`config.mk`:
```
export PLATFORM = sky130hd
export DESIGN_NAME = wdr_top
export DESIGN_NICKNAME = d
export VERILOG_FILES = /design/src/design/wdr_pkg.sv /design/src/design/wdr_presc_if.sv /design/src/design/wdr_presc.sv /design/src/design/wdr_top.sv
export SDC_FILE = /design/constraint.sdc
export NUM_CORES = 1
export LEC_CHECK = 0
export ABC_AREA = 0
export BUFFER_PORTS_ARGS = -buffer_cell sky130_fd_sc_hd__buf_2
export CORE_UTILIZATION = 45
export CTS_CLUSTER_SIZE = 10
export DETAILED_ROUTE_END_ITERATION = 10
export GPL_ROUTABILITY_DRIVEN = 0
export GPL_TIMING_DRIVEN = 0
export PLACE_DENSITY = 0.67
export SLEW_MARGIN = 20
export SYNTH_ARGS = -nofsm -noshare
export SYNTH_HDL_FRONTEND = slang
export SYNTH_SLANG_ARGS = --single-unit
```
`constraint.sdc`:
```
create_clock -name aclk -period 4.55 [get_ports aclk]
set_input_delay 0 -clock aclk [delete_from_list [all_inputs] [get_ports aclk]]
set_output_delay 0 -clock aclk [all_outputs]
set_load 0.005 [all_outputs]
```
`src/design/wdr_pkg.sv`:
```
/*
 * Shared constants for the windowed watchdog: register offsets, field
 * positions, reset values, key, prescaler ratio and small helpers.
 * Assumes a 32-bit AXI4-Lite register bus with byte addresses.
 */
package wdr_pkg;

   localparam int ADDR_W = 8;
   localparam int DATA_W = 32;
   localparam int CNT_W = 12;

   localparam logic [7:0] OFS_RESTART = 8'h00;
   localparam logic [7:0] OFS_MODE = 8'h04;
   localparam logic [7:0] OFS_STATUS = 8'h08;
   localparam logic [7:0] OFS_IRQ_STATUS = 8'h0C;
   localparam logic [7:0] OFS_IRQ_MASK = 8'h10;

   localparam logic [7:0] RESTART_KEY = 8'hA5;
   localparam int KEY_LSB = 24;
   localparam int RESTART_BIT = 0;

   localparam int RELOAD_LSB = 0;
   localparam int FIE_BIT = 12;
   localparam int RSTEN_BIT = 13;
   localparam int PROC_BIT = 14;
   localparam int DIS_BIT = 15;
   localparam int DELTA_LSB = 16;
   localparam int DBG_BIT = 28;
   localparam int IDLE_BIT = 29;

   localparam logic [31:0] MODE_RESET = 32'h3FFF_2FFF;
   localparam logic [31:0] MODE_MASK = 32'h3FFF_FFFF;
   localparam logic [1:0] IRQ_MASK_RESET = 2'h3;
   localparam int UNF_BIT = 0;
   localparam int ERR_BIT = 1;

   localparam int PRESC_DIV = 128;
   localparam logic [6:0] PRESC_LAST = 7'(PRESC_DIV - 1);

   localparam logic [1:0] RESP_OKAY = 2'h0;
   localparam logic [1:0] RESP_SLVERR = 2'h2;

   // Sticky flag: a set in the clearing cycle survives
   function automatic logic flag_next(input logic old, input logic set, input logic clr);
      flag_next = set | (old & ~clr);
   endfunction : flag_next

   function automatic logic hits(input logic [7:0] addr, input logic [7:0] ofs);
      hits = addr[7:2] == ofs[7:2];
   endfunction : hits

endpackage : wdr_pkg

```
`src/design/wdr_presc_if.sv`:
```
/*
 * Link between the watchdog core and its divide-by-128 prescaler.
 * Assumes both ends share aclk; clear and run are combinational from the core.
 */
`timescale 1ns/100ps
`default_nettype none

interface wdr_presc_if;
   logic clear;
   logic run;
   logic tick;

   modport ctl (output clear, output run, input tick);
   modport div (input clear, input run, output tick);
endinterface : wdr_presc_if

`default_nettype wire

```
`src/design/wdr_presc.sv`:
```
/*
 * Divide-by-128 prescaler on the slow clock ticks; one-cycle tick out.
 * Assumes run is a one-cycle slow clock pulse already gated by enable and halt.
 */
`timescale 1ns/100ps
`default_nettype none

module wdr_presc (
   input wire logic aclk,
   input wire logic aresetn,
   wdr_presc_if.div pif
);

   typedef struct packed {
      logic [6:0] cnt;
      logic tick;
   } wdr_presc_t;

   wdr_presc_t q;
   wdr_presc_t n;

   always_comb
   begin
      n = q;
      n.tick = 1'b0;
      if (pif.clear)
      begin
         n.cnt = 7'h00;
      end
      else if (pif.run)
      begin
         if (q.cnt == wdr_pkg::PRESC_LAST)
         begin
            n.cnt = 7'h00;
            n.tick = 1'b1;
         end
         else
         begin
            n.cnt = q.cnt + 7'h01;
         end
      end
      if (!aresetn)
      begin
         n = '0;
      end
   end

   always_ff @(posedge aclk)
   begin
      q <= n;
   end

   assign pif.tick = q.tick;
endmodule : wdr_presc

`default_nettype wire

```
`src/design/wdr_top.sv`:
```
/*
 * Windowed watchdog with key-protected restart, write-once mode register,
 * read-clear fault status and a maskable interrupt, on AXI4-Lite.
 * Assumes slow_tick is a one-cycle pulse per slow clock period, synchronous
 * to aclk, and that the reset controller acts on the fault outputs.
 */
// Contract
// Control write needs key 0xA5 in top byte
// Accepted restart bit restarts the counter
// Reload field feeds the 12-bit counter
// Interrupt enable lets faults raise interrupt
// Reset enable lets faults request reset
// Scope bit picks all or processor reset
// Restart reloads only when count within delta
// Restart above delta is a window error
// Debug halt bit stops counting in debug
// Idle halt bit stops counting in idle
// Disable bit stops the watchdog; code stops only the counter, the restart window check still raises errors
// Underflow flag sticks until status read
// Error flag sticks until status read
// Mode register written once, write reloads
// Counter steps on slow clock divided 128
// Status read clears flags, interrupt, fault
// Mode field layout as fixed bit positions
`timescale 1ns/100ps
`default_nettype none

module wdr_top (
   input wire logic aclk,
   input wire logic aresetn,
   input wire logic [7:0] s_axi_awaddr,
   input wire logic s_axi_awvalid,
   output logic s_axi_awready,
   input wire logic [31:0] s_axi_wdata,
   input wire logic [3:0] s_axi_wstrb,
   input wire logic s_axi_wvalid,
   output logic s_axi_wready,
   output logic [1:0] s_axi_bresp,
   output logic s_axi_bvalid,
   input wire logic s_axi_bready,
   input wire logic [7:0] s_axi_araddr,
   input wire logic s_axi_arvalid,
   output logic s_axi_arready,
   output logic [31:0] s_axi_rdata,
   output logic [1:0] s_axi_rresp,
   output logic s_axi_rvalid,
   input wire logic s_axi_rready,
   input wire logic slow_tick,
   input wire logic debug_halted,
   input wire logic idle_mode,
   output logic wdt_irq,
   output logic fault_all_reset,
   output logic fault_proc_reset
);

   typedef struct packed {
      logic aw_held;
      logic [7:0] awaddr;
      logic w_held;
      logic [31:0] wdata;
      logic [3:0] wstrb;
      logic awready;
      logic wready;
      logic bvalid;
      logic [1:0] bresp;
      logic arready;
      logic rvalid;
      logic [31:0] rdata;
      logic [1:0] rresp;
      logic [31:0] mode;
      logic mode_locked;
      logic [11:0] count;
      logic unf_flag;
      logic err_flag;
      logic fault_all;
      logic fault_proc;
      logic [1:0] irq_status;
      logic [1:0] irq_mask;
      logic irq;
   } wdr_state_t;

   wdr_state_t q;
   wdr_state_t n;

   wdr_presc_if pif ();

   wdr_presc u_presc (
      .aclk(aclk),
      .aresetn(aresetn),
      .pif(pif)
   );

   logic [11:0] reload_val;
   logic [11:0] delta_val;
   logic fie;
   logic rsten;
   logic proc_only;
   logic dis;
   logic halt_now;
   logic full_strb;
   logic wr_exec;
   logic wr_mapped;
   logic restart_cmd;
   logic err_ev;
   logic good_restart;
   logic mode_wr;
   logic unf_ev;
   logic fault_ev;
   logic rd_take;
   logic status_rd;
   logic rd_mapped;
   logic [1:0] irq_clr;

   assign reload_val = q.mode[wdr_pkg::RELOAD_LSB +: wdr_pkg::CNT_W];
   assign delta_val = q.mode[wdr_pkg::DELTA_LSB +: wdr_pkg::CNT_W];
   assign fie = q.mode[wdr_pkg::FIE_BIT];
   assign rsten = q.mode[wdr_pkg::RSTEN_BIT];
   assign proc_only = q.mode[wdr_pkg::PROC_BIT];
   assign dis = q.mode[wdr_pkg::DIS_BIT];

   // Halt bits gate the slow tick; a tick already in flight still lands
   assign halt_now = (q.mode[wdr_pkg::DBG_BIT] && debug_halted)
      || (q.mode[wdr_pkg::IDLE_BIT] && idle_mode);

   // Partial-word writes are ignored so the key can never be forged by lanes
   assign full_strb = q.wstrb == 4'hF;
   assign wr_exec = q.aw_held && q.w_held && !q.bvalid;
   assign wr_mapped = wdr_pkg::hits(q.awaddr, wdr_pkg::OFS_RESTART)
      || wdr_pkg::hits(q.awaddr, wdr_pkg::OFS_MODE)
      || wdr_pkg::hits(q.awaddr, wdr_pkg::OFS_STATUS)
      || wdr_pkg::hits(q.awaddr, wdr_pkg::OFS_IRQ_STATUS)
      || wdr_pkg::hits(q.awaddr, wdr_pkg::OFS_IRQ_MASK);

   assign restart_cmd = wr_exec && full_strb && wdr_pkg::hits(q.awaddr, wdr_pkg::OFS_RESTART)
      && (q.wdata[wdr_pkg::KEY_LSB +: 8] == wdr_pkg::RESTART_KEY)
      && q.wdata[wdr_pkg::RESTART_BIT];
   // Window check applies even while disabled
   assign err_ev = restart_cmd && (q.count > delta_val);
   assign good_restart = restart_cmd && !err_ev;
   assign mode_wr = wr_exec && full_strb && !q.mode_locked
      && wdr_pkg::hits(q.awaddr, wdr_pkg::OFS_MODE);

   assign pif.clear = good_restart || mode_wr;
   assign pif.run = slow_tick && !dis && !halt_now;
   assign unf_ev = pif.tick && (q.count == 12'h000);
   assign fault_ev = unf_ev || err_ev;

   assign rd_take = s_axi_arvalid && q.arready;
   assign status_rd = rd_take && wdr_pkg::hits(s_axi_araddr, wdr_pkg::OFS_STATUS);
   assign rd_mapped = wdr_pkg::hits(s_axi_araddr, wdr_pkg::OFS_RESTART)
      || wdr_pkg::hits(s_axi_araddr, wdr_pkg::OFS_MODE)
      || wdr_pkg::hits(s_axi_araddr, wdr_pkg::OFS_STATUS)
      || wdr_pkg::hits(s_axi_araddr, wdr_pkg::OFS_IRQ_STATUS)
      || wdr_pkg::hits(s_axi_araddr, wdr_pkg::OFS_IRQ_MASK);

   always_comb
   begin
      irq_clr = 2'h0;
      if (status_rd)
      begin
         irq_clr = 2'h3;
      end
      else if (wr_exec && full_strb && wdr_pkg::hits(q.awaddr, wdr_pkg::OFS_IRQ_STATUS))
      begin
         irq_clr = q.wdata[1:0];
      end
   end

   always_comb
   begin
      n = q;

      // Write channels, taken in either order, answered once both are held
      if (q.bvalid && s_axi_bready)
      begin
         n.bvalid = 1'b0;
      end
      if (s_axi_awvalid && q.awready)
      begin
         n.aw_held = 1'b1;
         n.awaddr = s_axi_awaddr;
      end
      if (s_axi_wvalid && q.wready)
      begin
         n.w_held = 1'b1;
         n.wdata = s_axi_wdata;
         n.wstrb = s_axi_wstrb;
      end
      if (wr_exec)
      begin
         n.aw_held = 1'b0;
         n.w_held = 1'b0;
         n.bvalid = 1'b1;
         n.bresp = wr_mapped ? wdr_pkg::RESP_OKAY : wdr_pkg::RESP_SLVERR;
         if (full_strb && wdr_pkg::hits(q.awaddr, wdr_pkg::OFS_IRQ_MASK))
         begin
            n.irq_mask = q.wdata[1:0];
         end
      end
      n.awready = !n.aw_held;
      n.wready = !n.w_held;

      // Read channel
      if (q.rvalid && s_axi_rready)
      begin
         n.rvalid = 1'b0;
      end
      if (rd_take)
      begin
         n.rvalid = 1'b1;
         n.rresp = rd_mapped ? wdr_pkg::RESP_OKAY : wdr_pkg::RESP_SLVERR;
         n.rdata = 32'h0000_0000;
         if (wdr_pkg::hits(s_axi_araddr, wdr_pkg::OFS_MODE))
         begin
            n.rdata = q.mode;
         end
         else if (wdr_pkg::hits(s_axi_araddr, wdr_pkg::OFS_STATUS))
         begin
            n.rdata = {30'h0000_0000, q.err_flag, q.unf_flag};
         end
         else if (wdr_pkg::hits(s_axi_araddr, wdr_pkg::OFS_IRQ_STATUS))
         begin
            n.rdata = {30'h0000_0000, q.irq_status};
         end
         else if (wdr_pkg::hits(s_axi_araddr, wdr_pkg::OFS_IRQ_MASK))
         begin
            n.rdata = {30'h0000_0000, q.irq_mask};
         end
      end
      n.arready = !n.rvalid;

      // Mode register, once only
      if (mode_wr)
      begin
         n.mode = q.wdata & wdr_pkg::MODE_MASK;
         n.mode_locked = 1'b1;
      end

      // Down counter; underflow reloads so the period keeps repeating
      if (mode_wr)
      begin
         n.count = q.wdata[wdr_pkg::RELOAD_LSB +: wdr_pkg::CNT_W];
      end
      else if (good_restart)
      begin
         n.count = reload_val;
      end
      else if (pif.tick)
      begin
         n.count = unf_ev ? reload_val : q.count - 12'h001;
      end

      n.unf_flag = wdr_pkg::flag_next(q.unf_flag, unf_ev, status_rd);
      n.err_flag = wdr_pkg::flag_next(q.err_flag, err_ev, status_rd);
      n.fault_all = wdr_pkg::flag_next(q.fault_all, fault_ev && rsten && !proc_only, status_rd);
      n.fault_proc = wdr_pkg::flag_next(q.fault_proc, fault_ev && rsten && proc_only, status_rd);
      n.irq_status[wdr_pkg::UNF_BIT] = wdr_pkg::flag_next(q.irq_status[wdr_pkg::UNF_BIT],
         unf_ev && fie, irq_clr[wdr_pkg::UNF_BIT]);
      n.irq_status[wdr_pkg::ERR_BIT] = wdr_pkg::flag_next(q.irq_status[wdr_pkg::ERR_BIT],
         err_ev && fie, irq_clr[wdr_pkg::ERR_BIT]);
      n.irq = |(n.irq_status & n.irq_mask);

      if (!aresetn)
      begin
         n = '0;
         n.mode = wdr_pkg::MODE_RESET;
         n.count = wdr_pkg::MODE_RESET[wdr_pkg::RELOAD_LSB +: wdr_pkg::CNT_W];
         n.irq_mask = wdr_pkg::IRQ_MASK_RESET;
      end
   end

   always_ff @(posedge aclk)
   begin
      q <= n;
   end

   assign s_axi_awready = q.awready;
   assign s_axi_wready = q.wready;
   assign s_axi_bvalid = q.bvalid;
   assign s_axi_bresp = q.bresp;
   assign s_axi_arready = q.arready;
   assign s_axi_rvalid = q.rvalid;
   assign s_axi_rdata = q.rdata;
   assign s_axi_rresp = q.rresp;
   assign wdt_irq = q.irq;
   assign fault_all_reset = q.fault_all;
   assign fault_proc_reset = q.fault_proc;
endmodule : wdr_top

`default_nettype wire

```
==> metrics <==
run status=finished, final reports clean; Slew HR=0.367; initial antenna violation count=0; GRT Util Overall=0.251; synth warn=0; Synth cell types=51; Crit path largest cell delay=520 ps; prevailing post-synth register cell=dfxtp_1; P_leak=3.37 nW; register area share after synthesis=0.453; Non-Filler Instances=1,128; core area=13,300 um^2; Crit-path slowest cell=dfxtp_1; Worst EP arrival=3050 ps; Clk Tree Root Cell=clkbuf_16; worst slew pin tran=944 ps; H-tree depth reported by CTS=4; Register Area=2820 um^2; TNS Setup=0 ps; Yosys top cell area share=0.453; post-CTS setup buffers=0; Max VDD drop=238 uV; fin nets=1,015; Synth area leader=dfxtp_1; drt wl/cell=15.3 um; total grt overflow=0; area of the multi-input gates=2870 um^2; Power Density=367 nW/um^2; critical path class=reg -> reg; Layout area overhead=30.1%; Die ar.=14,300 um^2; remaining antenna violation count=0; Mapped Cells=769; Max Root-Sink Buffers=2; Synth Area per Inst=8.10 um^2; drt pass-1 iters=7; CTS tree=built; Synth async-reset ratio=0; worst path required time=4850 ps; Layout fillers=1,211; Inst Count DP=1,045; DR vias=5,836; unrepaired setup endpoints after global routing=no; clk_lat worst skew=430 ps; number of top-level pins=106; drt total wl=17.2 mm; Cell Chain, Critical Path=ha_1, a41oi_1, o21ai_0, a221oi_1, a21o_1, and2_1, or3_1, clkbuf_1, nor3_1; initial drt markers=480; CP startpoint kind=register; number of global-route vias before repair=5,369; Post-synth EDFFs=0; most common cell in the netlist=nand2_1; std cell rows=42; Die X=120 um; Setup violations, final=0; Synth top cells by count=165 x nand2_1, 141 x dfxtp_1, 93 x a21oi_1, 56 x nand3_1, 41 x nor2_1; top cells by area, synth=dfxtp_1 45%, nand2_1 9.9%, a21oi_1 7.5%; Hold Buf Count CTS=51; crit-path max FO=8; Yosys reg bits=141; number of vias per cell=5.17; first-pass GRT wire length=27.6 mm; Worst setup EP type=register; layout cells sized above 1=0.187; mapped cell area=6230 um^2; hold violation total from the final report=0; Die H=120 um; minimum clock period=2750 ps; DP Wirelength=12.1 mm; crit share post-route=0.604; MaxCap Viol Count=0; HP Class=in -> reg; Max Transition Viols Final=0; # resized after CTS=0; final antenna diode count=0; Max Clk Rate=364 MHz; # DRC=0; Inserted Clock Buffers=17; largest net degree at the start of global routing=17; Initial Util=0.467; I/O Buffers=97; Clock Pin Slew Worst Setup and Hold Paths=60 ps; clk sinks=141; Clock Skew=17.3 ps
## sequential cells by signal, summed over array words and instances (netlist names)
name and cells:
delta_val 12, s_axi_rvalid 1, s_axi_awready 1, u_presc.pif.tick 1, s_axi_rdata 30, fault_proc_reset 1
dis 1, fault_all_reset 1, s_axi_arready 1, q 78, s_axi_wready 1, s_axi_rresp 1
u_presc.q 7, wdt_irq 1, fie 1, proc_only 1, s_axi_bresp 1, s_axi_bvalid 1
## path summary, 6_finish.rpt
check | slack (ps) | end | startpoint | cells past startpoint
worst min-delay path | 30 | s_axi_arready$_SDFF_PN0_ | s_axi_arvalid | 3
worst min register to register | 450 | s_axi_rdata[3]$_SDFFE_PN0P_ | s_axi_rdata[3]$_SDFFE_PN0P_ | 2
worst max register to register | 1800 | u_presc.q[4]$_SDFFE_PP0P_ | q[15]$_SDFFE_PN1P_ | 9
worst max-delay path | 1800 | u_presc.q[4]$_SDFFE_PP0P_ | q[15]$_SDFFE_PN1P_ | 9
## critical path, delay by kind of cell (launching register included)
family	cells	cell delay, ps
AOI/OAI and AO/OA	4	890
and+or+nand+nor	3	560
DFF	1	520
adders and majority gates	1	320
buffers and inverters	1	320
## routing by layer
layer / share of wire / global-route usage / up-vias
met4: 0.0091 / 0.0711 / 0
met1: 0.47 / 0.336 / 2655
met5: 0 / 0 / -
met2: 0.46 / 0.402 / 201
li1: - / - / 2963
met3: 0.063 / 0.0570 / 17
## cells in the final DEF (no fill, tap or decap), drive strengths merged, types with 7 or more instances in the layout
master	instances
a21oi	93
a41oi	7
and2	10
buf	144
clkbuf	52
dfxtp	141
dlygate4sd3	51
ha	14
inv	24
mux2i	7
nand2	165
nand3	56
nor2	41
nor3	15
o211ai	12
o21ai	13
## final cells by class
class | instances | area share
multi-input combinational | 527 | 0.355
sequential | 141 | 0.348
timing repair buffer | 148 | 0.123
buffer | 81 | 0.0565
clock buffer | 18 | 0.0530
tap | 176 | 0.0272
clock inverter | 14 | 0.0269
inverter | 23 | 0.0107
## where the power goes
group | internal [mW] | total [mW] | switching (mW)
Clock | 0.973 | 1.51 | 0.532
Combinational | 0.0853 | 0.184 | 0.0992
Sequential | 1.26 | 1.28 | 0.0200
Total | 2.32 | 2.97 | 0.652
## through the flow
step           area (um^2)  total power, mW  setup WS, ps  hold slack [ps]  utilization
2_1_floorplan         6240             1.39          2240              136            -
3_3_place_gp          6950             1.45          1820              247        0.520
3_5_place_dp          6950             1.45          1810              245        0.520
4_1_cts               8100             2.98          1810             34.8        0.607
5_1_grt               8100             3.07          1620             72.4        0.607
6_report              8100             2.97          1800             29.9        0.607
## kinds of logic (layout without fill, tap and decap cells)
logic type	Yosys count	in the layout	synth area share
AO/OA/AOI/OAI	160	160	0.155
XOR/XNOR	11	11	0.0155
adder cells (fa/ha/maj)	14	14	0.0281
buffers and inverters	104	284	0.0874
flip-flops	141	141	0.453
multiplexers	9	9	0.0149
other	1	4	0.000602
AND/OR/NAND/NOR	329	329	0.245
Power figures use the tool's default switching activity.
